--- src/design/lpir_pkg.sv ---
// Shared constants, types and carriers for the LCD pattern, icon and cursor refresh block.
package lpir_pkg;

  localparam int          CLK_MHZ        = 250;
  localparam int          INIT_BUSY_MS   = 10;
  localparam int          RST_LOW_MIN_US = 1200;
  localparam int          INIT_BUSY_CYC  = INIT_BUSY_MS * 1000 * CLK_MHZ;
  localparam int          RST_LOW_CYC    = RST_LOW_MIN_US * CLK_MHZ;
  localparam int          CNT_W          = 22;

  localparam int          NUM_CHAR       = 14;
  localparam int          NUM_SEG        = 84;
  localparam int          NUM_COM        = 18;
  localparam int          CHAR_AW        = 5;
  localparam int          GLYPH_AW       = 6;
  localparam int          ICON_AW        = 4;

  localparam logic [6:0]  ICON_BASE      = 7'h60;
  localparam logic [6:0]  ICON_LAST      = 7'h6D;
  localparam logic [4:0]  LINE2_BASE     = 5'h10;
  localparam logic [4:0]  LINE_WRAP      = 5'h0F;
  localparam logic [3:0]  LAST_POS       = 4'hD;
  localparam logic [2:0]  LAST_COL       = 3'h5;
  localparam logic [2:0]  CURSOR_ROW     = 3'h7;
  localparam logic [4:0]  ROW_ICON_ONE   = 5'h10;
  localparam logic [4:0]  ROW_LAST       = 5'h11;
  localparam logic [6:0]  SHIFT_TOTAL    = 7'h54;
  localparam logic [5:0]  ALL_DOTS       = 6'h3F;
  localparam int          BLINK_W        = 5;

  typedef enum logic [1:0] {
    SEL_CHAR  = 2'h0,
    SEL_GLYPH = 2'h1,
    SEL_ICON  = 2'h2
  } lpir_sel_e;

  typedef enum logic [2:0] {
    ST_CODE  = 3'h0,
    ST_GLYPH = 3'h1,
    ST_LOAD  = 3'h3,
    ST_SHIFT = 3'h2,
    ST_LATCH = 3'h6
  } lpir_state_e;

  typedef struct packed {
    logic       en;
    lpir_sel_e  sel;
    logic [6:0] addr;
    logic [7:0] data;
  } lpir_hwr_s;

  typedef struct packed {
    logic       display_on;
    logic       cursor_on;
    logic       blink_on;
    logic [3:0] shift_one;
    logic [3:0] shift_two;
    logic [6:0] address_counter;
  } lpir_dctl_s;

  typedef struct packed {
    logic       busy_flag;
    logic [6:0] address_counter;
  } lpir_stat_s;

endpackage : lpir_pkg

--- src/design/lpir_mem.sv ---
// Small single-port-write, registered-read memory used for the display memories.
`timescale 1ns/10ps
module lpir_mem #(
  parameter int W  = 8,
  parameter int D  = 32,
  parameter int AW = 5
) (
  input  wire logic          ref_clk,
  input  wire logic          rst_n,
  input  wire logic          we,
  input  wire logic [AW-1:0] waddr,
  input  wire logic [W-1:0]  wdata,
  input  wire logic          re,
  input  wire logic [AW-1:0] raddr,
  output logic      [W-1:0]  rdata
);

  logic [W-1:0] mem [D];

  // Contents clear on reset so that refresh never puts unknown dots on the glass.
  always_ff @(posedge ref_clk)
  begin
    if (!rst_n)
    begin
      for (int i = 0; i < D; i++)
      begin
        mem[i] <= '0;
      end
    end
    else if (we)
    begin
      mem[waddr] <= wdata;
    end
  end

  // Read data holds between reads so the consumer may sample it late.
  always_ff @(posedge ref_clk)
  begin
    if (!rst_n)
    begin
      rdata <= '0;
    end
    else if (re)
    begin
      rdata <= mem[raddr];
    end
  end

endmodule : lpir_mem

--- src/design/lpir_refresh.sv ---
// Display refresh: glyph lookup, icon map, cursor overlay, segment shift and busy timing.
`timescale 1ns/10ps
module lpir_refresh
  import lpir_pkg::*;
#(
  parameter int INIT_CYC = INIT_BUSY_CYC,
  parameter int RST_CYC  = RST_LOW_CYC
) (
  input  wire logic         ref_clk,
  input  wire logic         rst_n,
  input  wire logic         reset_pin_n,
  input  wire lpir_hwr_s    host_wr,
  input  wire lpir_dctl_s   disp_ctl,
  output logic              host_ready,
  output lpir_stat_s        status,
  output logic [NUM_COM-1:0] common_output,
  output logic [NUM_SEG-1:0] segment_output
);

  ////////////////////////////////////////////////////////////////////////////
  // Busy timing after power-up and after the reset pin.

  logic [CNT_W-1:0] rpin_cnt_r;
  logic [CNT_W-1:0] busy_cnt_r;
  logic             rpin_hit;
  logic             busy_live;

  // The pin must stay low strictly longer than the minimum before it counts.
  assign rpin_hit  = !reset_pin_n && (rpin_cnt_r == CNT_W'(RST_CYC));
  assign busy_live = rpin_hit || (busy_cnt_r != '0);

  always_ff @(posedge ref_clk)
  begin
    if (!rst_n)
    begin
      rpin_cnt_r <= '0;
    end
    else if (reset_pin_n)
    begin
      rpin_cnt_r <= '0;
    end
    else if (rpin_cnt_r != CNT_W'(RST_CYC))
    begin
      rpin_cnt_r <= rpin_cnt_r + 1'b1;
    end
  end

  always_ff @(posedge ref_clk)
  begin
    if (!rst_n)
    begin
      busy_cnt_r <= CNT_W'(INIT_CYC);
    end
    else if (rpin_hit)
    begin
      busy_cnt_r <= CNT_W'(INIT_CYC);
    end
    else if (busy_cnt_r != '0)
    begin
      busy_cnt_r <= busy_cnt_r - 1'b1;
    end
  end

  always_ff @(posedge ref_clk)
  begin
    if (!rst_n)
    begin
      status <= '{busy_flag: 1'b1, address_counter: 7'h00};
    end
    else
    begin
      status <= '{busy_flag: busy_live, address_counter: disp_ctl.address_counter};
    end
  end

  ////////////////////////////////////////////////////////////////////////////
  // Host write slot.

  logic      ref_slot_r;
  lpir_hwr_s pend_r;
  logic      take;
  logic      wr_go;
  logic      char_we;
  logic      glyph_we;
  logic      icon_we;
  logic      icon_in_range;

  // Refresh owns every other cycle, so a host write can never tear a read.
  always_ff @(posedge ref_clk)
  begin
    if (!rst_n)
    begin
      ref_slot_r <= 1'b0;
    end
    else
    begin
      ref_slot_r <= !ref_slot_r;
    end
  end

  assign take          = host_wr.en && host_ready && !busy_live;
  assign wr_go         = pend_r.en && !ref_slot_r && !busy_live;
  assign icon_in_range = (pend_r.addr >= ICON_BASE) && (pend_r.addr <= ICON_LAST);
  assign char_we       = wr_go && (pend_r.sel == SEL_CHAR);
  assign glyph_we      = wr_go && (pend_r.sel == SEL_GLYPH);
  assign icon_we       = wr_go && (pend_r.sel == SEL_ICON) && icon_in_range;

  always_ff @(posedge ref_clk)
  begin
    if (!rst_n)
    begin
      pend_r <= '0;
    end
    else if (busy_live)
    begin
      pend_r.en <= 1'b0;
    end
    else if (take)
    begin
      pend_r <= host_wr;
    end
    else if (wr_go)
    begin
      pend_r.en <= 1'b0;
    end
  end

  always_ff @(posedge ref_clk)
  begin
    if (!rst_n)
    begin
      host_ready <= 1'b0;
    end
    else
    begin
      host_ready <= !busy_live && !take && !(pend_r.en && !wr_go);
    end
  end

  ////////////////////////////////////////////////////////////////////////////
  // Refresh sequencer.

  lpir_state_e         st_r;
  logic [3:0]          pos_r;
  logic [2:0]          col_r;
  logic [4:0]          row_r;
  logic [6:0]          shift_cnt_r;
  logic                glyph_user_r;
  logic [5:0]          pat_r;
  logic [5:0]          pat_nxt;
  logic [NUM_SEG-1:0]  sr_r;
  logic [BLINK_W-1:0]  blink_cnt_r;
  logic                latched_r;
  logic                icon_row;
  logic                line_two;
  logic [4:0]          pos_sum;
  logic [3:0]          pos_wrap;
  logic [4:0]          char_addr;
  logic                cursor_here;
  logic                latch_fire;
  logic                char_re;
  logic                glyph_re;
  logic                icon_re;
  logic [7:0]          char_rd;
  logic [5:0]          glyph_rd;
  logic [5:0]          icon_rd;

  assign icon_row = row_r >= ROW_ICON_ONE;
  assign line_two = row_r[3] && !icon_row;

  // Character positions follow the display shift; icons never do.
  assign pos_sum   = {1'b0, pos_r} + {1'b0, (line_two ? disp_ctl.shift_two
                                                      : disp_ctl.shift_one)};
  assign pos_wrap  = (pos_sum >= LINE_WRAP) ? 4'(pos_sum - LINE_WRAP) : pos_sum[3:0];
  assign char_addr = (line_two ? LINE2_BASE : 5'h00) | {1'b0, pos_wrap};

  // Upper counter bits are ignored, so a glyph address still places a cursor.
  assign cursor_here = char_addr == disp_ctl.address_counter[4:0];

  assign latch_fire = ref_slot_r && (st_r == ST_LATCH);
  assign char_re    = ref_slot_r && (st_r == ST_CODE) && !icon_row;
  assign icon_re    = ref_slot_r && (st_r == ST_CODE) && icon_row;
  assign glyph_re   = ref_slot_r && (st_r == ST_GLYPH) && !icon_row;

  lpir_mem #(.W(8), .D(32), .AW(CHAR_AW)) u_char_mem (
    .ref_clk (ref_clk),
    .rst_n   (rst_n),
    .we      (char_we),
    .waddr   (pend_r.addr[CHAR_AW-1:0]),
    .wdata   (pend_r.data),
    .re      (char_re),
    .raddr   (char_addr),
    .rdata   (char_rd)
  );

  // Code bits 2..0 pick the glyph and row bits 2..0 the line inside it.
  lpir_mem #(.W(6), .D(64), .AW(GLYPH_AW)) u_glyph_mem (
    .ref_clk (ref_clk),
    .rst_n   (rst_n),
    .we      (glyph_we),
    .waddr   (pend_r.addr[GLYPH_AW-1:0]),
    .wdata   (pend_r.data[5:0]),
    .re      (glyph_re),
    .raddr   ({char_rd[2:0], row_r[2:0]}),
    .rdata   (glyph_rd)
  );

  lpir_mem #(.W(6), .D(16), .AW(ICON_AW)) u_icon_mem (
    .ref_clk (ref_clk),
    .rst_n   (rst_n),
    .we      (icon_we),
    .waddr   (ICON_AW'(pend_r.addr - ICON_BASE)),
    .wdata   (pend_r.data[5:0]),
    .re      (icon_re),
    .raddr   (pos_r),
    .rdata   (icon_rd)
  );

  // Fixed-font codes are outside this block and render blank here.
  always_comb
  begin
    pat_nxt = 6'h00;
    if (!busy_live && disp_ctl.display_on)
    begin
      if (icon_row)
      begin
        pat_nxt = icon_rd;
      end
      else
      begin
        pat_nxt = glyph_user_r ? glyph_rd : 6'h00;
        if (cursor_here && disp_ctl.blink_on && blink_cnt_r[BLINK_W-1])
        begin
          pat_nxt = ALL_DOTS;
        end
        if (cursor_here && disp_ctl.cursor_on && (row_r[2:0] == CURSOR_ROW))
        begin
          pat_nxt = pat_nxt | ALL_DOTS;
        end
      end
    end
  end

  always_ff @(posedge ref_clk)
  begin
    if (!rst_n)
    begin
      st_r        <= ST_CODE;
      pos_r       <= 4'h0;
      col_r       <= 3'h0;
      row_r       <= 5'h00;
      shift_cnt_r <= 7'h00;
      glyph_user_r <= 1'b0;
      pat_r       <= 6'h00;
      sr_r        <= '0;
    end
    else if (ref_slot_r)
    begin
      case (st_r)
        ST_CODE:
        begin
          st_r <= ST_GLYPH;
        end
        ST_GLYPH:
        begin
          glyph_user_r <= char_rd[7:4] == 4'h0;
          st_r         <= ST_LOAD;
        end
        ST_LOAD:
        begin
          pat_r <= pat_nxt;
          col_r <= 3'h0;
          st_r  <= ST_SHIFT;
        end
        ST_SHIFT:
        begin
          sr_r        <= {pat_r[5], sr_r[NUM_SEG-1:1]};
          pat_r       <= {pat_r[4:0], 1'b0};
          shift_cnt_r <= shift_cnt_r + 1'b1;
          col_r       <= col_r + 1'b1;
          if (col_r == LAST_COL)
          begin
            if (pos_r == LAST_POS)
            begin
              st_r <= ST_LATCH;
            end
            else
            begin
              pos_r <= pos_r + 1'b1;
              st_r  <= ST_CODE;
            end
          end
        end
        ST_LATCH:
        begin
          pos_r       <= 4'h0;
          shift_cnt_r <= 7'h00;
          row_r       <= (row_r == ROW_LAST) ? 5'h00 : row_r + 1'b1;
          st_r        <= ST_CODE;
        end
        default:
        begin
          st_r <= ST_CODE;
        end
      endcase
    end
  end

  ////////////////////////////////////////////////////////////////////////////
  // Output latch and common drivers.

  always_ff @(posedge ref_clk)
  begin
    if (!rst_n)
    begin
      segment_output <= '0;
    end
    else if (latch_fire && (shift_cnt_r == SHIFT_TOTAL))
    begin
      segment_output <= sr_r;
    end
  end

  genvar gi;
  generate
    for (gi = 0; gi < NUM_COM; gi++)
    begin : g_com
      always_ff @(posedge ref_clk)
      begin
        if (!rst_n)
        begin
          common_output[gi] <= 1'b0;
        end
        else if (latch_fire)
        begin
          common_output[gi] <= row_r == 5'(gi);
        end
      end
    end
  endgenerate

  // Blink phase advances once per full frame of all commons.
  always_ff @(posedge ref_clk)
  begin
    if (!rst_n)
    begin
      blink_cnt_r <= '0;
      latched_r   <= 1'b0;
    end
    else if (latch_fire)
    begin
      latched_r <= 1'b1;
      if (row_r == ROW_LAST)
      begin
        blink_cnt_r <= blink_cnt_r + 1'b1;
      end
    end
  end

  ////////////////////////////////////////////////////////////////////////////
  // Checks.

  a_latch_after_84: assert property (@(posedge ref_clk) disable iff (!rst_n)
    latch_fire |-> shift_cnt_r == SHIFT_TOTAL)
    else $error("segment latch without 84 shifts");

  a_seg_hold_between: assert property (@(posedge ref_clk) disable iff (!rst_n)
    !latch_fire |=> $stable(segment_output))
    else $error("segments changed outside latch");

  a_one_common_sel: assert property (@(posedge ref_clk) disable iff (!rst_n)
    latched_r |-> $onehot(common_output))
    else $error("common select not one-hot");

  a_common_row_match: assert property (@(posedge ref_clk) disable iff (!rst_n)
    latch_fire |=> common_output[$past(row_r)])
    else $error("wrong common selected");

  a_busy_blocks_wr: assert property (@(posedge ref_clk) disable iff (!rst_n)
    busy_live |-> !(char_we || glyph_we || icon_we))
    else $error("memory written while busy");

  a_slots_apart: assert property (@(posedge ref_clk) disable iff (!rst_n)
    (char_re || glyph_re || icon_re) |-> !(char_we || glyph_we || icon_we) && ref_slot_r)
    else $error("refresh read shares slot with host write");

  a_glyph_select: assert property (@(posedge ref_clk) disable iff (!rst_n)
    (ref_slot_r && st_r == ST_GLYPH) |=> glyph_user_r == (char_rd[7:4] == 4'h0))
    else $error("glyph select disagrees with code");

  a_cursor_row_on: assert property (@(posedge ref_clk) disable iff (!rst_n)
    (ref_slot_r && st_r == ST_LOAD && !icon_row && cursor_here && !busy_live &&
     disp_ctl.display_on && disp_ctl.cursor_on && row_r[2:0] == CURSOR_ROW)
    |=> pat_r == ALL_DOTS)
    else $error("cursor row not lit");

  a_rpin_busy: assert property (@(posedge ref_clk) disable iff (!rst_n)
    (rpin_hit && reset_pin_n == 1'b0) |=> ##1 status.busy_flag [*8])
    else $error("busy dropped after reset pin");

  a_busy_reported: assert property (@(posedge ref_clk) disable iff (!rst_n)
    busy_live |=> status.busy_flag)
    else $error("busy flag not reported");

endmodule : lpir_refresh

--- config.mk ---
export PLATFORM = sky130hd
export DESIGN_NAME = lpir_refresh
export DESIGN_NICKNAME = d
export VERILOG_FILES = /design/src/design/lpir_pkg.sv /design/src/design/lpir_mem.sv /design/src/design/lpir_refresh.sv
export SDC_FILE = /design/constraint.sdc
export NUM_CORES = 2
export LEC_CHECK = 0
export BUFFER_PORTS_ARGS = -buffer_cell sky130_fd_sc_hd__buf_4
export CAP_MARGIN = 5
export CORE_MARGIN = 10
export CORE_UTILIZATION = 57
export DETAILED_ROUTE_END_ITERATION = 10
export MAX_ROUTING_LAYER = met4
export PLACE_DENSITY = 0.74
export SYNTH_ARGS = -nofsm -noshare
export SYNTH_HDL_FRONTEND = slang
export SYNTH_SLANG_ARGS = --single-unit
export TNS_END_PERCENT = 50
--- constraint.sdc ---
create_clock -name ref_clk -period 7.9 [get_ports ref_clk]
set_input_delay 0 -clock ref_clk [delete_from_list [all_inputs] [get_ports ref_clk]]
set_output_delay 0 -clock ref_clk [all_outputs]
set_load 0.05 [all_outputs]
==> impl_metrics.yaml <==
status:
  status: "finished clean"
worst_setup_path:
  start_kind: "flop"
  arrival_ns: 7.35
  critPathKind: "flop to flop"
  r2r_cells: 17
  critPathSlowestCell: "nand2b_1"
  crit_path_end_kind: "flop"
  cp_slowest_stage_delay_ns: 0.88
  worstPathRequired_ns: 8.45
  path_cells: "inv_1 -> nand2_1 -> nand2_1 -> nand2_1 -> ha_2 -> inv_1 -> fa_4 -> inv_1 -> ha_4 -> o221ai_1 -> o21ai_4 -> nand2b_1 -> o221ai_1 -> a21oi_1 -> a211oi_1 -> o22ai_1 -> a32o_1"
  path_max_fanout: 35
cts:
  cts_hold_buf: 34
  cts_tree: "done"
  insertion_delay_ns: 0.69
  path_clk_slew_ns: 0.06
  cts_buffers: 103
  post-cts-setup-buffers: 0
  cts_root_buffer: "clkbuf_16"
  clock_path_buffers: 3
  cts_resized: 0
  cts.sinks: 1015
  htree_levels: 3
sta:
  whs_ns: 0.0322
  fmax_mhz: 147
  fin_setup_tns_ns: 0
  slew_violations: 0
  hold_violations: 0
  relSlewSlack: 0.186
  tightest_slew_ns: 1.22
  fin_crit_sh: 0.861
  rsz0062_at_grt: "no"
  setup_viol: 0
  layout_min_cycle_time_ns: 6.80
  clock_skew_ns: 0.0404
logic_synthesis:
  ys_seq_elements: 1015
  yosys.area.top_type: "edfxtp_1"
  synth_common_cells: "edfxtp_1, nand2_1, and2_1"
  synth.area.top_cells: "edfxtp_1, dfxtp_1, mux4_2, and2_1, nand2_1"
  avgSynthCellArea_um2: 11.6
  syn_inst: 4049
  post-synth-top-area-fraction: 0.452
  syn-cell-area_mm2: 0.0468
  synthArstFlopShare: 0
  synth_edf_count: 704
  synth_warnings: 0
  ys_types: 71
  seq_area_frac_synth: 0.585
  yosysMostFrequentCell: "edfxtp_1"
  synth_top_flop_cell: "edfxtp_1"
placement:
  port_buffers: 149
  place_congestion: 0.905
  place_inst: 4973
  dp_hpwl_mm: 75.7
global_routing:
  grt_pass1_vias: 30570
  grt.total_usage: 0.253
  grt_pass1_wl_mm: 182
  grt_antenna_before_repair: 2
  grt_max_degree: 104
  grt_overflow: 0
route:
  ant_nets: 0
  wl_mm: 118
  num_vias: 31957
  drc: 0
  drt_iter0_drc: 3862
  routedWlPerCell_um: 22.7
  via_per_inst: 6.15
  firstDrtPassIters: 6
floorplan:
  dieArea_mm2: 0.0940
  initial_core_util: 0.573
  die_width_um: 307
  io_pins: 150
  fp-row-count: 105
  die_h_um: 307
  core_mm2: 0.0817
min_path:
  whs_path_depth: 4
  worstHoldPathType: "primary input to flop"
final_layout:
  nets: 4103
  drive_above_1_share: 0.140
  areaGrowthSynthToFinish_pct: 11.4
  num-fill-cells: 6103
  fin_util: 0.638
  finalNonFillerCells: 5198
run:
  drv_cap: 0
power_and_ir_drop:
  powerDensity_mw_per_mm2: 218
  max-vdd-ir-drop_mv: 0.185
  p_leak_nw: 18.4
[worst max-delay path: cells and delay by family (launching register included)]
family / cells / cell delay (ns)
AOI/OAI and AO/OA: 7 / 2.22
adders and majority gates: 3 / 1.28
buffers and inverters: 3 / 0.91
DFF: 1 / 0.56
and+or+nand+nor: 4 / 1.66
[worst paths after layout]
check / from / endpoint / slack [ns]
worst max-delay path: row_r[4]$_SDFFE_PN0P_ / u_char_mem.rdata[4]$_SDFFE_PN0P_ / 1.10
worst min-delay path: rst_n / busy_cnt_r[3]$_SDFFE_PP0P_ / 0.03
worst max register to register: row_r[4]$_SDFFE_PN0P_ / u_char_mem.rdata[4]$_SDFFE_PN0P_ / 1.10
worst min register to register: segment_output[15]$_SDFFE_PN0P_ / segment_output[15]$_SDFFE_PN0P_ / 0.45
[logic make-up (layout without fill, tap and decap cells)]
kind of cell    Yosys count  count (layout)  synth area share
buf+inv                 370             437            0.0299
simple gates           1708            1708             0.187
fa+ha+maj                22              22           0.00604
flops                  1015            1015             0.585
other cells               1              13         0.0000801
xor+xnor                 48              48           0.00898
compound gates          588             588            0.0745
mux                     297             297             0.109
[final cells by class]
| class | count | area [um2] | share of cell area |
|---|---|---|---|
| timing repair buffer | 222 | 1760 | 0.0338 |
| clock inverter | 37 | 425 | 0.00816 |
| clock buffer | 153 | 2940 | 0.0563 |
| tap | 1070 | 1340 | 0.0257 |
| inverter | 25 | 98.8 | 0.00190 |
| multi-input combinational | 2675 | 18200 | 0.349 |
| sequential | 1015 | 27400 | 0.525 |
| antenna | 1 | 2.50 | 0.0000480 |
[sequential cells by signal, indices dropped and copies added, names as in the netlist, 8 cells and up]
name / count
u_glyph_mem.mem: 384
u_char_mem.mem: 224
u_icon_mem.mem: 96
segment_output: 84
sr_r: 84
busy_cnt_r: 22
rpin_cnt_r: 22
common_output: 18
pend_r: 18
status: 8
[cell usage in the layout (no fill, tap or decap), types with 153 or more instances in the layout]
| master | synthesis | routed |
|---|---|---|
| o21ai_0 | 153 | 153 |
| nand2_1 | 573 | 572 |
| mux4_2 | 167 | 167 |
| a21oi_1 | 244 | 244 |
| and2_1 | 514 | 514 |
| dfxtp_1 | 311 | 299 |
| nor2_1 | 186 | 180 |
| and3_1 | 206 | 206 |
| buf_4 | 0 | 187 |
| edfxtp_1 | 704 | 704 |
[layer usage]
layer / up-vias / part of all wire / track usage
met4: 0 / 0.028 / 0.0738
met3: 200 / 0.082 / 0.0468
li1: 14568 / - / -
met5: - / 0 / -
met1: 15824 / 0.42 / 0.339
met2: 1365 / 0.47 / 0.395
[stage by stage]
step	total power, W	cell area [um2]	worst slack, ns
detailed placement	0.00663	48400	1.28
floorplan	0.00644	46900	2.94
global route	0.0117	52100	0.647
CTS	0.0114	52100	1.24
global placement	0.00662	48400	1.36
finish	0.0114	52100	1.10
[where the power goes]
group	total (W)	internal [W]	switching, W
logic	0.000558	0.000225	0.000333
registers	0.00599	0.00587	0.000119
clock network	0.00484	0.00278	0.00206
total	0.0114	0.00888	0.00251
No activity file was read; power rests on OpenSTA's default activity.
